[src/logic/ift_pkg.sv]
// package: field layout, opcode classes, timing constants and decoded-instruction carrier
package ift_pkg;

  // ****************************************
  // program word layout
  // ****************************************
  localparam int WORD_W      = 24;      // one program word
  localparam int OPC_W       = 8;       // opcode portion
  localparam int OPC_LSB     = 16;      // opcode sits in the upper bits
  localparam int WORKING_REG_ZERO_W      = 4;       // sixteen working registers
  localparam int MODE_W      = 2;       // address modifier code
  localparam int FILE_W      = 13;      // file register address
  localparam int LIT_W       = 16;      // widest literal carried
  localparam int PADDR_W     = 23;      // program memory address
  localparam int CYC_W       = 2;       // cycle count width

  // operand field positions inside the low 16 bits
  localparam int BASE_LSB    = 12;      // base working register
  localparam int DST_LSB     = 8;       // destination working register
  localparam int DMODE_LSB   = 6;       // destination modifier
  localparam int SRC_LSB     = 2;       // source working register
  localparam int SMODE_LSB   = 0;       // source modifier
  localparam int FDEST_BIT   = 13;      // file op: result to working reg zero
  localparam int BIT4_LSB    = 12;      // bit selector literal
  localparam int BIND_BIT    = 11;      // bit selector taken from base reg
  localparam int BFILE_BIT   = 10;      // bit op works on a file register
  localparam int LMOV_LSB    = 4;       // literal of a literal move
  localparam int LMOV_W      = 12;      // literal move width
  localparam int LFILE_BIT   = 3;       // literal move aimed at file reg (unused dst)
  localparam int LAR_LSB     = 4;       // literal of literal arithmetic
  localparam int LAR_W       = 8;       // literal arithmetic width
  localparam int LSAME_BIT   = 3;       // destination equals base register
  localparam int TMODE_LSB   = 0;       // table access mode
  localparam int PADDR_LO_W  = 16;      // address bits in first word
  localparam int PADDR_HI_W  = 7;       // address bits in second word

  // ****************************************
  // opcode classes (opcode bits 7:5 pick category)
  // ****************************************
  localparam logic [2:0] GRP_CTRL0 = 3'h0;  // control, low half
  localparam logic [2:0] GRP_WORKING_REG_ZERO  = 3'h1;  // word/byte on working regs
  localparam logic [2:0] GRP_FILE  = 3'h2;  // word/byte on file regs
  localparam logic [2:0] GRP_BIT   = 3'h3;  // bit oriented
  localparam logic [2:0] GRP_LMOV  = 3'h4;  // literal move
  localparam logic [2:0] GRP_LAR   = 3'h5;  // literal arithmetic
  localparam logic [2:0] GRP_DSP   = 3'h6;  // signal processing
  localparam logic [2:0] GRP_CTRL1 = 3'h7;  // control, high half

  localparam logic [7:0] OP_NOP        = 8'h00;  // also second word alone
  localparam logic [7:0] OP_CALL_DW    = 8'h02;  // double-word call
  localparam logic [7:0] OP_GOTO_DW    = 8'h04;  // double-word goto
  localparam logic [7:0] OP_MOVD_DW    = 8'h06;  // double-word move
  localparam logic [7:0] OP_BRANCH     = 8'h08;  // branch_op, unconditional
  localparam logic [7:0] OP_BRANCH_CMP = 8'h09;  // branch_op, computed
  localparam logic [7:0] OP_CALL_IND   = 8'h0A;  // indirect call
  localparam logic [7:0] OP_GOTO_IND   = 8'h0B;  // indirect goto
  localparam logic [7:0] OP_TBL_RD     = 8'h0C;  // table read
  localparam logic [7:0] OP_TBL_WR     = 8'h0D;  // table write
  localparam logic [7:0] OP_RETURN     = 8'h0E;  // return
  localparam logic [7:0] OP_RETFI      = 8'h0F;  // return_from_interrupt_op
  localparam logic [7:0] OP_BR_COND    = 8'h10;  // conditional branch
  localparam logic [7:0] OP_SKIP_LO    = 8'hE0;  // skip family, first code
  localparam logic [7:0] OP_SKIP_HI    = 8'hE7;  // skip family, last code

  // ****************************************
  // timing
  // ****************************************
  localparam logic [CYC_W-1:0] CYC_ONE   = 2'h1;
  localparam logic [CYC_W-1:0] CYC_TWO   = 2'h2;
  localparam logic [CYC_W-1:0] CYC_THREE = 2'h3;

  // ****************************************
  // carriers
  // ****************************************
  typedef enum logic [4:0] {
    CAT_WORD = 5'h01,
    CAT_BIT  = 5'h02,
    CAT_LIT  = 5'h04,
    CAT_DSP  = 5'h08,
    CAT_CTRL = 5'h10
  } ift_cat_t;

  typedef struct packed {
    logic [OPC_W-1:0]   opcode;
    ift_cat_t           category;
    logic [WORKING_REG_ZERO_W-1:0]  base_operand_reg;
    logic [WORKING_REG_ZERO_W-1:0]  source_operand_reg;
    logic [WORKING_REG_ZERO_W-1:0]  dest_operand_reg;
    logic [MODE_W-1:0]  src_mode;
    logic [MODE_W-1:0]  dst_mode;
    logic               dest_valid;
    logic [FILE_W-1:0]  file_addr;
    logic               use_file;
    logic               to_working_reg_zero;
    logic [LIT_W-1:0]   literal;
    logic [WORKING_REG_ZERO_W-1:0]  bit_sel;
    logic               bit_indirect;
    logic [MODE_W-1:0]  table_mode;
    logic [PADDR_W-1:0] prog_addr;
    logic               is_double;
    logic               is_nop;
  } ift_dec_t;

  typedef struct packed {
    logic carry;
    logic digit_carry;
    logic negative;
    logic overflow;
    logic sticky_zero;
  } ift_flags_t;

endpackage

[src/logic/ift_decoder.sv]
// module: instruction word split, operand decode and cycle-count sequencing
`timescale 1ns/10ps
`default_nettype none
// Overview of operation
// - 24-bit word, 8-bit opcode plus operand fields
// - exactly three opcodes occupy two words
// - double-word operands gathered from both words
// - second word has all-zero upper opcode bits
// - lone second word executes as no-operation
// - plain single-word instruction takes one cycle
// - taken test or PC change adds nop cycle
// - branch, indirect, table, return take two-three
// - taken skip: two, or three over double
// - every double-word instruction takes two cycles
// - five categories: word, bit, literal, dsp, control
// - working ops decode base, source, destination
// - file ops: address plus file/working-zero destination
// - bit ops: register and literal or indirect bit
// - literal move loads literal into register/file
// - literal arithmetic: base, literal, optional destination
// - control: program address or table mode
// - working register fields select sixteen registers
// - status flags: carry, digit, negative, overflow, zero
module ift_decoder
  import ift_pkg::*;
(
  input  wire logic                  clock,         // instruction clock
  input  wire logic                  rst_n,         // async reset, low active
  input  wire logic                  fetch_valid,   // program word offered
  input  wire logic [ift_pkg::WORD_W-1:0] fetch_word, // the offered word
  input  wire logic [ift_pkg::WORD_W-1:0] follow_word, // word after current one
  input  wire logic                  cond_true,     // datapath test result
  input  wire logic [4:0]            flags_raw,     // datapath flag results
  output logic                       fetch_ready,   // word will be taken
  output logic                       pc_step,       // advance pc one word
  output logic                       issue,         // decoded instruction out
  output ift_pkg::ift_dec_t          decoded,       // decoded fields
  output logic [ift_pkg::CYC_W-1:0]  cycles,        // cycles this instruction
  output logic [1:0]                 skip_words,    // words skipped over
  output logic                       nop_slot,      // extra cycle is a nop
  output ift_pkg::ift_flags_t        flags          // status flags named
);
  import ift_pkg::*;

  // ****************************************
  // sequencing state
  // ****************************************
  typedef enum logic [2:0] {
    ST_FIRST  = 3'h1,  // waiting for an instruction word
    ST_SECOND = 3'h2,  // waiting for the second word
    ST_STALL  = 3'h4   // spending nop cycles
  } ift_state_t;

  ift_state_t                 state;        // current phase
  logic [WORD_W-1:0]          first_word;   // held first word of a pair
  logic [CYC_W-1:0]           stall_left;   // nop cycles still to spend
  logic                       take;         // word accepted this cycle
  logic [OPC_W-1:0]           fetch_op;     // opcode of offered word
  logic [OPC_W-1:0]           follow_op;    // opcode of following word
  logic [CYC_W-1:0]           next_cycles;  // cycle count for offered word

  // ****************************************
  // functions
  // ****************************************
  // opcode portion of a word
  function automatic logic [OPC_W-1:0] opc_of(input logic [WORD_W-1:0] w);
    opc_of = w[OPC_LSB +: OPC_W];
  endfunction

  // the three two-word opcodes
  function automatic logic is_dw(input logic [OPC_W-1:0] op);
    is_dw = (op == OP_CALL_DW) || (op == OP_GOTO_DW) || (op == OP_MOVD_DW);
  endfunction

  // skip family
  function automatic logic is_skip(input logic [OPC_W-1:0] op);
    is_skip = (op >= OP_SKIP_LO) && (op <= OP_SKIP_HI);
  endfunction

  // single-word ops that always take an extra cycle
  function automatic logic is_fixed_multi(input logic [OPC_W-1:0] op);
    is_fixed_multi = (op >= OP_BRANCH) && (op <= OP_RETFI);
  endfunction

  // cycle count of an instruction
  function automatic logic [CYC_W-1:0] cycles_of(input logic [OPC_W-1:0] op,
                                                 input logic cond,
                                                 input logic follow_dw);
    if (is_dw(op))
      cycles_of = CYC_TWO;
    else if ((op == OP_RETURN) || (op == OP_RETFI))
      cycles_of = CYC_THREE;
    else if (is_fixed_multi(op))
      cycles_of = CYC_TWO;
    else if (is_skip(op) && cond)
      cycles_of = follow_dw ? CYC_THREE : CYC_TWO;
    else if ((op == OP_BR_COND) && cond)
      cycles_of = CYC_TWO;
    else
      cycles_of = CYC_ONE;
  endfunction

  // full operand decode from one or two words
  function automatic ift_dec_t decode(input logic [WORD_W-1:0] w0,
                                      input logic [WORD_W-1:0] w1,
                                      input logic dw);
    ift_dec_t d;
    logic [OPC_W-1:0] op;
    d  = '0;
    op = opc_of(w0);
    d.opcode             = op;
    d.is_double          = dw;
    d.is_nop             = (op == OP_NOP);
    d.base_operand_reg   = w0[BASE_LSB +: WORKING_REG_ZERO_W];
    d.dest_operand_reg   = w0[DST_LSB +: WORKING_REG_ZERO_W];
    d.source_operand_reg = w0[SRC_LSB +: WORKING_REG_ZERO_W];
    unique case (op[OPC_W-1 -: 3])
      GRP_WORKING_REG_ZERO:
      begin
        // base plain, source and destination with modifiers
        d.category   = CAT_WORD;
        d.dst_mode   = w0[DMODE_LSB +: MODE_W];
        d.src_mode   = w0[SMODE_LSB +: MODE_W];
        d.dest_valid = 1'b1;
      end
      GRP_FILE:
      begin
        // file address, result to same file or working reg zero
        d.category            = CAT_WORD;
        d.file_addr           = w0[FILE_W-1:0];
        d.use_file            = 1'b1;
        d.to_working_reg_zero = w0[FDEST_BIT];
      end
      GRP_BIT:
      begin
        // bit number literal or held in base register
        d.category     = CAT_BIT;
        d.bit_sel      = w0[BIT4_LSB +: WORKING_REG_ZERO_W];
        d.bit_indirect = w0[BIND_BIT];
        d.use_file     = w0[BFILE_BIT];
        d.file_addr    = w0[BFILE_BIT] ? FILE_W'(w0[BFILE_BIT-1:0]) : '0;
        d.src_mode     = w0[SMODE_LSB +: MODE_W];
      end
      GRP_LMOV:
      begin
        // literal into a working register or file register
        d.category   = CAT_LIT;
        d.literal    = {4'h0, w0[LMOV_LSB +: LMOV_W]};
        d.use_file   = w0[LFILE_BIT];
        d.dest_valid = !w0[LFILE_BIT];
        d.dest_operand_reg = WORKING_REG_ZERO_W'(w0[LFILE_BIT-1:0]);
      end
      GRP_LAR:
      begin
        // base and literal in, destination only if distinct
        d.category   = CAT_LIT;
        d.literal    = {8'h00, w0[LAR_LSB +: LAR_W]};
        d.dest_valid = !w0[LSAME_BIT];
        d.dest_operand_reg = w0[LSAME_BIT] ? w0[BASE_LSB +: WORKING_REG_ZERO_W]
                                           : WORKING_REG_ZERO_W'(w0[LSAME_BIT-1:0]);
      end
      GRP_DSP:
      begin
        d.category   = CAT_DSP;
        d.dest_valid = 1'b1;
      end
      default:
      begin
        // control: program address or table mode
        d.category = CAT_CTRL;
        if ((op == OP_TBL_RD) || (op == OP_TBL_WR))
          d.table_mode = w0[TMODE_LSB +: MODE_W];
        else if (dw)
          d.prog_addr = {w1[PADDR_HI_W-1:0], w0[PADDR_LO_W-1:0]};
        else
          d.prog_addr = {7'h00, w0[PADDR_LO_W-1:0]};
        if (op == OP_MOVD_DW)
        begin
          d.category   = CAT_WORD;
          d.literal    = w0[LIT_W-1:0];
          d.dest_operand_reg = w1[WORKING_REG_ZERO_W-1:0];
          d.dest_valid = 1'b1;
          d.prog_addr  = '0;
        end
      end
    endcase
    decode = d;
  endfunction

  // ****************************************
  // handshake and lookahead
  // ****************************************
  // ready only while expecting a word
  assign fetch_ready = (state == ST_FIRST) || (state == ST_SECOND);
  assign take        = fetch_valid && fetch_ready;
  assign pc_step     = take;
  assign nop_slot    = (state == ST_STALL);
  assign fetch_op    = opc_of(fetch_word);
  assign follow_op   = opc_of(follow_word);
  assign next_cycles = cycles_of(fetch_op, cond_true, is_dw(follow_op));
  // flag bits passed on by name
  assign flags       = ift_flags_t'(flags_raw);

  // ****************************************
  // phase sequencing
  // ****************************************
  // first word, second word, nop stall
  always_ff @(posedge clock or negedge rst_n)
  begin
    if (!rst_n)
    begin
      state      <= ST_FIRST;
      stall_left <= '0;
    end
    else
    begin
      unique case (state)
        ST_FIRST:
        begin
          if (take && is_dw(fetch_op))
            state <= ST_SECOND;
          else if (take && (next_cycles != CYC_ONE))
          begin
            state      <= ST_STALL;
            stall_left <= next_cycles - CYC_ONE;
          end
        end
        ST_SECOND:
        begin
          // second word completes the pair in its own cycle
          if (take)
            state <= ST_FIRST;
        end
        ST_STALL:
        begin
          if (stall_left == CYC_ONE)
            state <= ST_FIRST;
          stall_left <= stall_left - CYC_ONE;
        end
        default:
          state <= ST_FIRST;
      endcase
    end
  end

  // ****************************************
  // word holding
  // ****************************************
  // keep first word while the second is fetched
  always_ff @(posedge clock or negedge rst_n)
  begin
    if (!rst_n)
      first_word <= '0;
    else if (take && (state == ST_FIRST))
      first_word <= fetch_word;
  end

  // ****************************************
  // decode output
  // ****************************************
  // one-cycle issue with registered fields
  always_ff @(posedge clock or negedge rst_n)
  begin
    if (!rst_n)
    begin
      issue      <= 1'b0;
      decoded    <= '0;
      cycles     <= CYC_ONE;
      skip_words <= 2'h0;
    end
    else
    begin
      issue <= 1'b0;
      if (take && (state == ST_SECOND))
      begin
        // pair complete: both words combined
        issue      <= 1'b1;
        decoded    <= decode(first_word, fetch_word, 1'b1);
        cycles     <= CYC_TWO;
        skip_words <= 2'h0;
      end
      else if (take && !is_dw(fetch_op))
      begin
        // lone zero-opcode word decodes as nop
        issue      <= 1'b1;
        decoded    <= decode(fetch_word, '0, 1'b0);
        cycles     <= next_cycles;
        skip_words <= (is_skip(fetch_op) && cond_true)
                      ? (is_dw(follow_op) ? 2'h2 : 2'h1) : 2'h0;
      end
    end
  end

  // ****************************************
  // checks
  // ****************************************
  chk_double_two_cyc: assert property (@(posedge clock) disable iff (!rst_n)
    (take && (state == ST_FIRST) && is_dw(fetch_op)) |=>
      (state == ST_SECOND) and (fetch_valid |=> (issue && cycles == CYC_TWO)))
    else $error("double-word instruction not issued as two cycles");

  chk_pc_two_words: assert property (@(posedge clock) disable iff (!rst_n)
    (issue && decoded.is_double) |-> $past(pc_step) && $past(state == ST_SECOND))
    else $error("pc not stepped past both words");

  chk_lone_nop: assert property (@(posedge clock) disable iff (!rst_n)
    (issue && decoded.opcode == OP_NOP) |-> decoded.is_nop && cycles == CYC_ONE)
    else $error("zero opcode word not a nop");

  chk_single_one_cyc: assert property (@(posedge clock) disable iff (!rst_n)
    (issue && cycles == CYC_ONE) |-> fetch_ready && !nop_slot)
    else $error("single-cycle instruction stalled");

  chk_nop_two_cyc: assert property (@(posedge clock) disable iff (!rst_n)
    (issue && !decoded.is_double && cycles == CYC_TWO) |-> nop_slot ##1 !nop_slot)
    else $error("two-cycle instruction lacks one nop slot");

  chk_nop_three_cyc: assert property (@(posedge clock) disable iff (!rst_n)
    (issue && cycles == CYC_THREE) |-> nop_slot[*2] ##1 fetch_ready)
    else $error("three-cycle instruction lacks two nop slots");

  chk_fixed_multi: assert property (@(posedge clock) disable iff (!rst_n)
    (issue && is_fixed_multi(decoded.opcode)) |-> cycles != CYC_ONE)
    else $error("branch, table or return took one cycle");

  chk_skip_count: assert property (@(posedge clock) disable iff (!rst_n)
    (issue && skip_words != 2'h0) |-> (cycles == CYC_ONE + skip_words))
    else $error("skip cycle count mismatch");

  chk_category_onehot: assert property (@(posedge clock) disable iff (!rst_n)
    issue |-> $onehot(decoded.category))
    else $error("category not one of five");

  chk_file_dest: assert property (@(posedge clock) disable iff (!rst_n)
    (issue && decoded.opcode[OPC_W-1 -: 3] == GRP_FILE) |-> decoded.use_file)
    else $error("file op without file operand");

  cov_double: cover property (@(posedge clock) disable iff (!rst_n)
    issue && decoded.is_double);
  cov_skip_dw: cover property (@(posedge clock) disable iff (!rst_n)
    issue && skip_words == 2'h2);
  cov_return: cover property (@(posedge clock) disable iff (!rst_n)
    issue && decoded.opcode == OP_RETFI);
  cov_lone_nop: cover property (@(posedge clock) disable iff (!rst_n)
    issue && decoded.is_nop);

endmodule
`default_nettype wire

[config.mk]
export PLATFORM = sky130hd
export DESIGN_NAME = ift_decoder
export DESIGN_NICKNAME = d
export VERILOG_FILES = /design/src/logic/ift_pkg.sv /design/src/logic/ift_decoder.sv
export SDC_FILE = /design/constraint.sdc
export NUM_CORES = 1
export LEC_CHECK = 0
export ABC_AREA = 1
export BUFFER_PORTS_ARGS = -buffer_cell sky130_fd_sc_hd__buf_2
export CAP_MARGIN = 20
export CORE_MARGIN = 3
export CORE_UTILIZATION = 45
export DETAILED_ROUTE_END_ITERATION = 8
export MAX_ROUTING_LAYER = met4
export PLACE_DENSITY = 0.69
export SLEW_MARGIN = 20
export SYNTH_ARGS = -nofsm -noshare
export SYNTH_HDL_FRONTEND = slang
export SYNTH_SLANG_ARGS = --single-unit
[constraint.sdc]
create_clock -name clock -period 4.6 [get_ports clock]
set_clock_uncertainty 0.1 [all_clocks]
set_input_delay 0.92 -clock clock [delete_from_list [all_inputs] [get_ports clock]]
set_output_delay 0.92 -clock clock [all_outputs]
set_load 0.01 [all_outputs]
# Word-level counts from Yosys, hierarchy flattened
# Cells that the tools add are included.
# totals
ff_bits,127
inputBits,57
out_inout_bits,106
wordCells,171
# op_classes
add_sub_neg,2
order_cmp,4
n_eq_ne,36
n_mux,64
reduce_logical,41
# op_table
cell,n
$mux W93,2
$pmux W16 S3,2
$mux W23,3
$pmux W13 S2,2
$mux W25,2
$eq A8 B4 Y1 const B,6
$mux W16,3
$eq A8 B3 Y1 const B,5
$pmux W5 S4,2
$mux W2,19
$pmux W4 S3,2
$eq A3 B3 Y1 const B,7
$mux W10,2
$mux W5,4
$reduce_or A2 Y1,10
$eq A8 B2 Y1 const B,2
$logic_not A8 Y1,2
$mux W4,4
$eq A3 B2 Y1 const B,5
$mux W3,4
$pmux W1 S3,4
$reduce_or A6 Y1,2
$logic_and A1 B1 Y1,10
$eq A3 B1 Y1 const B,3
other kinds (18),40

# Depth between registers and ports, before layout
# Gate-level depths: netlist (run 1).
# logic_depth
depth_word,13
ltp_mapped,17
ltp_nobuf,16

# Worst setup path before layout (run 1)
# Ideal clock, no wire load.
# synth_path
kind,input port to flip-flop
start,input port fetch_word[22] in the netlist's numbering
end,register stall_left[0]
setup_time_ns,0.121
t_arrival_ns,2.361
required_ns,4.379
path_slack_ns,2.018
stages,12
n_path_buf,1
path_cell_list,buf_2 > nor2_2 > nand4_1 > nand2_1 > nor2_1 > ha_1 > nor2_1 > nor2_1 > a21oi_1 > nand2_1 > nor2_1 > a21oi_1
# synth_between
elab_chain_cells,11
word_cells_on_any_way,32
cone_classes,1 x add/sub; 4 x order compare; 9 x eq/ne; 8 x mux; 10 x reduce/logical
# synth_lines
element,line_no,source
from (decl),ift_decoder.sv:30,"input wire logic [ift_pkg::WORD_W-1:0] fetch_word,"
$ge A8 B8 Y1 (tied with other cells),ift_decoder.sv:77,is_skip = (op >= OP_SKIP_LO) && (op <= OP_SKIP_HI);
"$logic_and A1 B1 Y1, on equally long branches","ift_decoder.sv:77, ift_decoder.sv:97",
$logic_and A1 B1 Y1 / $mux W2 (equally long branches),"ift_decoder.sv:95, ift_decoder.sv:97",
$mux W2,ift_decoder.sv:95,else if (is_skip(op) && cond)
$mux W2,ift_decoder.sv:93,else if (is_fixed_multi(op))
$mux W2,ift_decoder.sv:91,else if ((op == OP_RETURN) || (op == OP_RETFI))
$mux W2,ift_decoder.sv:89,if (is_dw(op))
$sub A2 B1 Y2 / $ne A2 B1 Y1 (equally long branches),"ift_decoder.sv:225, ift_decoder.sv:222",
$mux W2 / $logic_and A1 B1 Y1 (equally long branches),ift_decoder.sv:222,else if (take && (next_cycles != CYC_ONE))
$mux W2 / $ne A2 B1 Y1 (equally long branches),n/a,
$pmux W2 S2 / $reduce_and A3 Y1 (equally long branches),n/a,
to (signal assigned),ift_decoder.sv:225,stall_left <= next_cycles - CYC_ONE;
to (signal assigned),ift_decoder.sv:238,stall_left <= stall_left - CYC_ONE;
to (decl),ift_decoder.sv:56,logic [CYC_W-1:0] stall_left;
# Parallel ways exist; a longest one is shown, timed or not. The select of a mux whose other input is x is not followed.
# A chain may end at the register's enable or synchronous reset.

# Worst setup path after layout (run 1)
# layout_path
start,input port fetch_valid
end,register decoded[72] in the netlist's numbering
# layout_between
elab_chain_cells,3
word_cells_on_any_way,5
cone_classes,1 x mux; 4 x reduce/logical
# layout_lines
element,line_no,source
from (decl),ift_decoder.sv:29,"input wire logic fetch_valid,"
$logic_and A1 B1 Y1 *,ift_decoder.sv:195,assign take = fetch_valid && fetch_ready;
"$logic_and A1 B1 Y1, on equally long branches","ift_decoder.sv:274, ift_decoder.sv:282",
$mux W93 / $reduce_bool A2 Y1 (equally long branches),n/a,
to (signal assigned),ift_decoder.sv:278,"decoded <= decode(first_word, fetch_word, 1'b1);"
to (signal assigned),ift_decoder.sv:286,"decoded <= decode(fetch_word, '0, 1'b0);"
to (decl),ift_decoder.sv:37,"output ift_pkg::ift_dec_t decoded,"
# Every way passes the cells marked *; elsewhere a longest branch is shown, timed or not.

==> impl_metrics.csv, run 1 <==
group,metric,value,unit
place,dpl.hpwl,15.3,mm
floorplanning,start_util,46.3,%
place,dp.cells,1191,
timing,min_period,2.78,ns
timing,tightestPinTransition,0.969,ns
floorplanning,boundaryPins,163,
detailed_routing,via_per_inst,5.41,
synthesis,synth.area.top_cells,"dfrtp_1 46%, nand2_1 19%, o21ai_0 5.2%, nand3_1 4.6%, nor2_1 3.5%",
detailed_routing,first_iter_violations,783,
setup_path,startpoint_type,"primary input",
synthesis,yosysMostFrequentCell,"nand2_1",
clock_tree,clk_pin_slew,0.05,ns
timing,post-route-period-util,60.5,%
synthesis,syn-num-nets,971,
global_route,grt_pass1_wl,33.8,mm
min_path,hp-class,"reg -> reg",
clock_tree,cts_root_buf,"clkbuf_16",
clock_tree,clk_path_buf_depth,2,
flow_run,cap_violations,0,
synthesis,ys_types,36,
setup_path,worst-setup-path-type,"in -> reg",
synthesis,yosysWarningCount,0,
setup_path,required,4.84,ns
synthesis,synth-edff-count,0,
floorplanning,core,14600,um2
synthesis,synth-simple-area-share,31.7,%
timing,tns,0,ns
clock_tree,numCtsBuffers,17,
synthesis,synthXorXnorAreaFrac,0,%
clock_tree,clock_sinks,127,
synthesis,synth.top_cell.area_share,46.2,%
synthesis,synthArstFlopShare,100,%
floorplanning,std_cell_rows,44,
detailed_routing,wl_per_cell,17.4,um
place,numPortBuffers,136,
synthesis,synth_cells,908,
setup_path,crit_path_end_kind,"flop",
final_layout,final_core_util,55.2,%
synthesis,synth_common_cells,"351 x nand2_1, 125 x dfrtp_1, 70 x o21ai_0",
floorplanning,fp.dieArea,16600,um2
final_layout,drive_above_1_share,19.6,%
place,place_area,7490,um2
clock_tree,clock_latency,0.42,ns
final_layout,fin_area,8090,um2
global_route,grt_pass1_vias,6129,
timing,fmax,360,MHz
detailed_routing,via_count,6607,
synthesis,syn_area_per_cell,7.46,um2
synthesis,synth-main-ff-cell,"dfrtp_1",
global_route,antenna_found_initial,0,
place,globalplace.congestion,0.975,
synthesis,synth-compound-area-share,12.0,%
global_route,grt_overflow,0,
synthesis,seq_area_frac_synth,46.9,%
power,peakVddDrop,0.000252,V
floorplanning,fp.dieW,129,um
detailed_routing,first_pass_iters,5,
synthesis,synthAdderAreaFrac,1.11,%
global_route,grtUsageTotal,27.1,%
synthesis,synth.mux.area_fraction,0.148,%
synthesis,synth_top_family_by_area,"simple AND/OR/NAND/NOR gates",
place,pre_cts_ws,1.46,ns
clock_tree,cts_tree,"yes",
setup_path,worstPathArrival,3.02,ns
synthesis,synth-seq-cells,127,
power,p_per_area,575,nW/um2
clock_tree,hold_buffers,0,
detailed_routing,drc,0,
clock_tree,post_cts_buffers,0,
timing,final.setup.worst_slack,1.82,ns
detailed_routing,ant_nets,0,
synthesis,synth_top_area_cell,"dfrtp_1",
timing,worst_hold_slack,0.362,ns
clock_tree,cts_resized,0,
timing,finalMaxSlewViolations,0,
global_route,grt_max_degree,69,
power,cellLeakagePower,4.43,nW
timing,hold_viol_final,0,
final_layout,fin_cells,1222,
timing,slew_headroom,35.1,%
setup_path,path_max_fanout,59,
detailed_routing,totalWireLength,21.2,mm
final_layout,layout.nets,1089,
run_status,status,"completed",
timing,finalSetupViolations,0,
clock_tree,htreeDepth,4,
final_layout,syn_to_final_growth,19.4,%
floorplanning,fp.dieH,129,um
synthesis,synth.cell_area,6780,um2
power,finalPower,4.65,mW
timing,rsz0062_at_grt,"false",
final_layout,diodes,0,
where the power goes:
part,internal [mW],switching (mW)
Clock,0.896,0.490
Combinational,0.500,1.02
Sequential,1.48,0.267
Total,2.87,1.78
registers in the layout, summed over array words and instances (netlist names):
name        flops
first_word     24
decoded        93
issue           1
stall_left      2
cycles          2
skip_words      2
state           3
cell families after synthesis:
kind of cell / after synthesis
muxes: 1
DFF: 127
AOI/OAI and AO/OA: 142
and+or+nand+nor: 517
buffers and inverters: 115
adders and majority gates: 6
final timing paths:
kind / endpoint / cells after the start / startpoint / slack (ns)
max: decoded[72] / 7 / fetch_valid / 1.82
min: decoded[92] / 2 / decoded[92] / 0.36
max reg2reg: decoded[57] / 9 / state[0] / 1.89
min reg2reg: decoded[92] / 2 / decoded[92] / 0.36
max in group asynchronous: cycles[0] / 2 / rst_n / 3.06
min in group asynchronous: decoded[72] / 1 / rst_n / 0.48
worst max-delay path, cell delays in order:
cell	delay, ns
buf_2	0.12
nand3_2	0.45
buf_4	0.38
nand2_4	0.08
buf_4	0.47
o21ai_0	0.39
nand2_1	0.16
layout by cell type, fill, tap and decap left out, types with 12 or more instances in the layout:
cell type	Yosys	layout
inv_1	61	61
buf_2	18	135
a21oi_1	17	17
clkbuf_16	0	17
o21ai_0	70	70
o21ai_1	12	12
nand4_1	13	13
dfrtp_1	125	125
o22ai_1	14	14
nand2_1	351	351
nor2_1	63	63
nand3_1	62	62
layout make-up:
class,count,area (um2)
multi-input cells,666,3040
fillers,1418,6560
inverters,69,259
well taps,184,230
clock buffers,18,429
clock inverters,13,171
flip-flops and latches,127,3180
repair buffers,145,776
metal layers:
| layer | GRT usage [%] | wire length, um |
|---|---|---|
| met5 | - | 0 |
| met4 | 6.36 | 299 |
| met3 | 5.65 | 1720 |
| met2 | 38.4 | 9260 |
| met1 | 39.8 | 9940 |
No activity file was read; power rests on OpenSTA's default activity.
==> run 2, diff against run 1 <==
Settings changed: PLACE_DENSITY 0.69 to 0.72.
Clock period 4.6 ns to 2.32 ns, I/O delays scaled along.
==> run 2 against run 1 <==
Against the previous run:
- clock power is 120% higher
- total power is 110% higher
- setup slack worse by 1.7 ns
- utilization is 3.0 points higher
- global-route usage is 1.0 points higher
- cell area is 5.5% higher
- final cell count is 3.4% higher
- non-clock buffer count is 41 higher
- first-iteration DRC count is 13% lower
==> impl_metrics.csv, run 2 (synthesized netlist as in run 1, its figures left out) <==
group,metric,value,unit
timing,finalSetupViolations,0,
setup_path,crit_path_end_kind,"flop",
floorplanning,core,14600,um2
timing,finalMaxSlewViolations,0,
floorplanning,start_util,46.3,%
timing,hold_viol_final,0,
power,peakVddDrop,0.000694,V
final_layout,final_cell_mix,"351 x nand2_1, 135 x buf_2, 125 x dfrtp_1",
detailed_routing,ant_nets,0,
timing,worst_hold_slack,0.183,ns
detailed_routing,via_count,6944,
setup_path,startpoint_type,"flop",
run_status,status,"completed",
min_path,hp-class,"in -> reg",
final_layout,reg_top3,"decoded x93, first_word x24, state x3",
timing,slew_headroom,45.0,%
timing,rsz0062_at_grt,"false",
place,dp.cells,1231,
power,p_per_area,1140,nW/um2
final_layout,multi_input_area,3050,um2
final_layout,syn_to_final_growth,25.9,%
global_route,grt_pass1_wl,34.7,mm
flow_run,cap_violations,0,
timing,post-route-period-util,94.7,%
detailed_routing,first_iter_violations,685,
final_layout,fin_area,8530,um2
final_layout,final_core_util,58.3,%
clock_tree,numCtsBuffers,17,
final_layout,mostFrequentLayoutCell,"nand2_1",
detailed_routing,totalWireLength,22.1,mm
floorplanning,std_cell_rows,44,
setup_path,required,2.52,ns
setup_path,path_max_fanout,22,
global_route,grt_overflow,0,
place,place_area,7850,um2
final_layout,layout.nets,1130,
global_route,antenna_found_initial,0,
power,cellLeakagePower,4.67,nW
floorplanning,fp.dieW,129,um
floorplanning,boundaryPins,163,
clock_tree,clk_pin_slew,0.06,ns
global_route,grtUsageTotal,28.1,%
timing,tightestPinTransition,0.825,ns
clock_tree,clock_sinks,127,
final_layout,regArea,3180,um2
floorplanning,fp.dieH,129,um
global_route,grt_max_degree,62,
place,globalplace.congestion,1.00,
detailed_routing,drc,0,
final_layout,drive_above_1_share,22.6,%
clock_tree,clk_path_buf_depth,2,
clock_tree,htreeDepth,4,
detailed_routing,via_per_inst,5.49,
timing,min_period,2.20,ns
detailed_routing,first_pass_iters,6,
clock_tree,clock_latency,0.42,ns
final_layout,largest_reg_flops,93,
clock_tree,cts_root_buf,"clkbuf_16",
global_route,grt_pass1_vias,6422,
final_layout,fill_cells,1397,
final_layout,largest-register,"decoded",
detailed_routing,wl_per_cell,17.5,um
power,finalPower,9.72,mW
timing,fmax,455,MHz
place,dpl.hpwl,16.4,mm
setup_path,worst-setup-path-type,"reg -> reg",
final_layout,diodes,0,
place,numPortBuffers,136,
final_layout,fin_cells,1264,
floorplanning,fp.dieArea,16600,um2
setup_path,worstPathArrival,2.40,ns
clock_tree,cts_tree,"yes",
-- run 2: final timing paths --
check,start,to,slack (ns),cells after the start
min in group asynchronous,rst_n,decoded[36],0.33,2
max,state[2],decoded[38],0.12,9
max in group asynchronous,rst_n,state[0],1.19,3
min reg2reg,decoded[23],decoded[23],0.37,2
min,fetch_word[4],decoded[22],0.18,3
max reg2reg,state[2],decoded[38],0.12,9
-- run 2: routing by layer --
| layer | share of wire (%) | track usage [%] | up-vias |
|---|---|---|---|
| met1 | 46 | 39.8 | 3304 |
| met2 | 44 | 40.5 | 322 |
| li1 | - | - | 3270 |
| met5 | 0 | - | - |
| met4 | 2.0 | 8.52 | 0 |
| met3 | 8.1 | 6.19 | 48 |
-- run 2: final cells by class --
class / count / share of cell area [%]
Timing Repair Buffer: 186 / 13.5
Clock inverter: 10 / 2.13
Sequential cell: 127 / 37.3
Inverter: 69 / 3.04
Clock buffer: 22 / 5.67
Multi-Input combinational cell: 666 / 35.7
Tap cell: 184 / 2.70
-- run 2: metrics by stage --
| step | setup slack (ns) | TNS, ns |
|---|---|---|
| detailed placement | -0.0177 | -0.0177 |
| global placement | 0.0153 | 0 |
| finish | 0.124 | 0 |
| global route | 0.0583 | 0 |
| floorplan | 0.194 | 0 |
| CTS | 0.0675 | 0 |
-- run 2: what timing repair did --
item,4_1_cts,5_1_grt
hold endpoints to repair,9,0
hold buffers,1,0
resized for setup,0,1
endpoints found under the setup margin,0,1
buffers inserted,0,0
-- run 2: critical path, stage by stage, from the launching register on --
cell and delay, ns:
dfrtp_1 0.43, nor2_2 0.15, nand3_2 0.28, buf_4 0.34, nand2_1 0.11, inv_1 0.09
nand2_1 0.07, nand3_1 0.06, o21ai_0 0.34, nand2_1 0.09
-- run 2: power by group --
part	leakage, nW	internal [mW]	switching [mW]
clock network	0.326	2.02	0.981
logic	2.68	1.16	2.11
registers	1.66	2.93	0.538
total	4.67	6.10	3.62
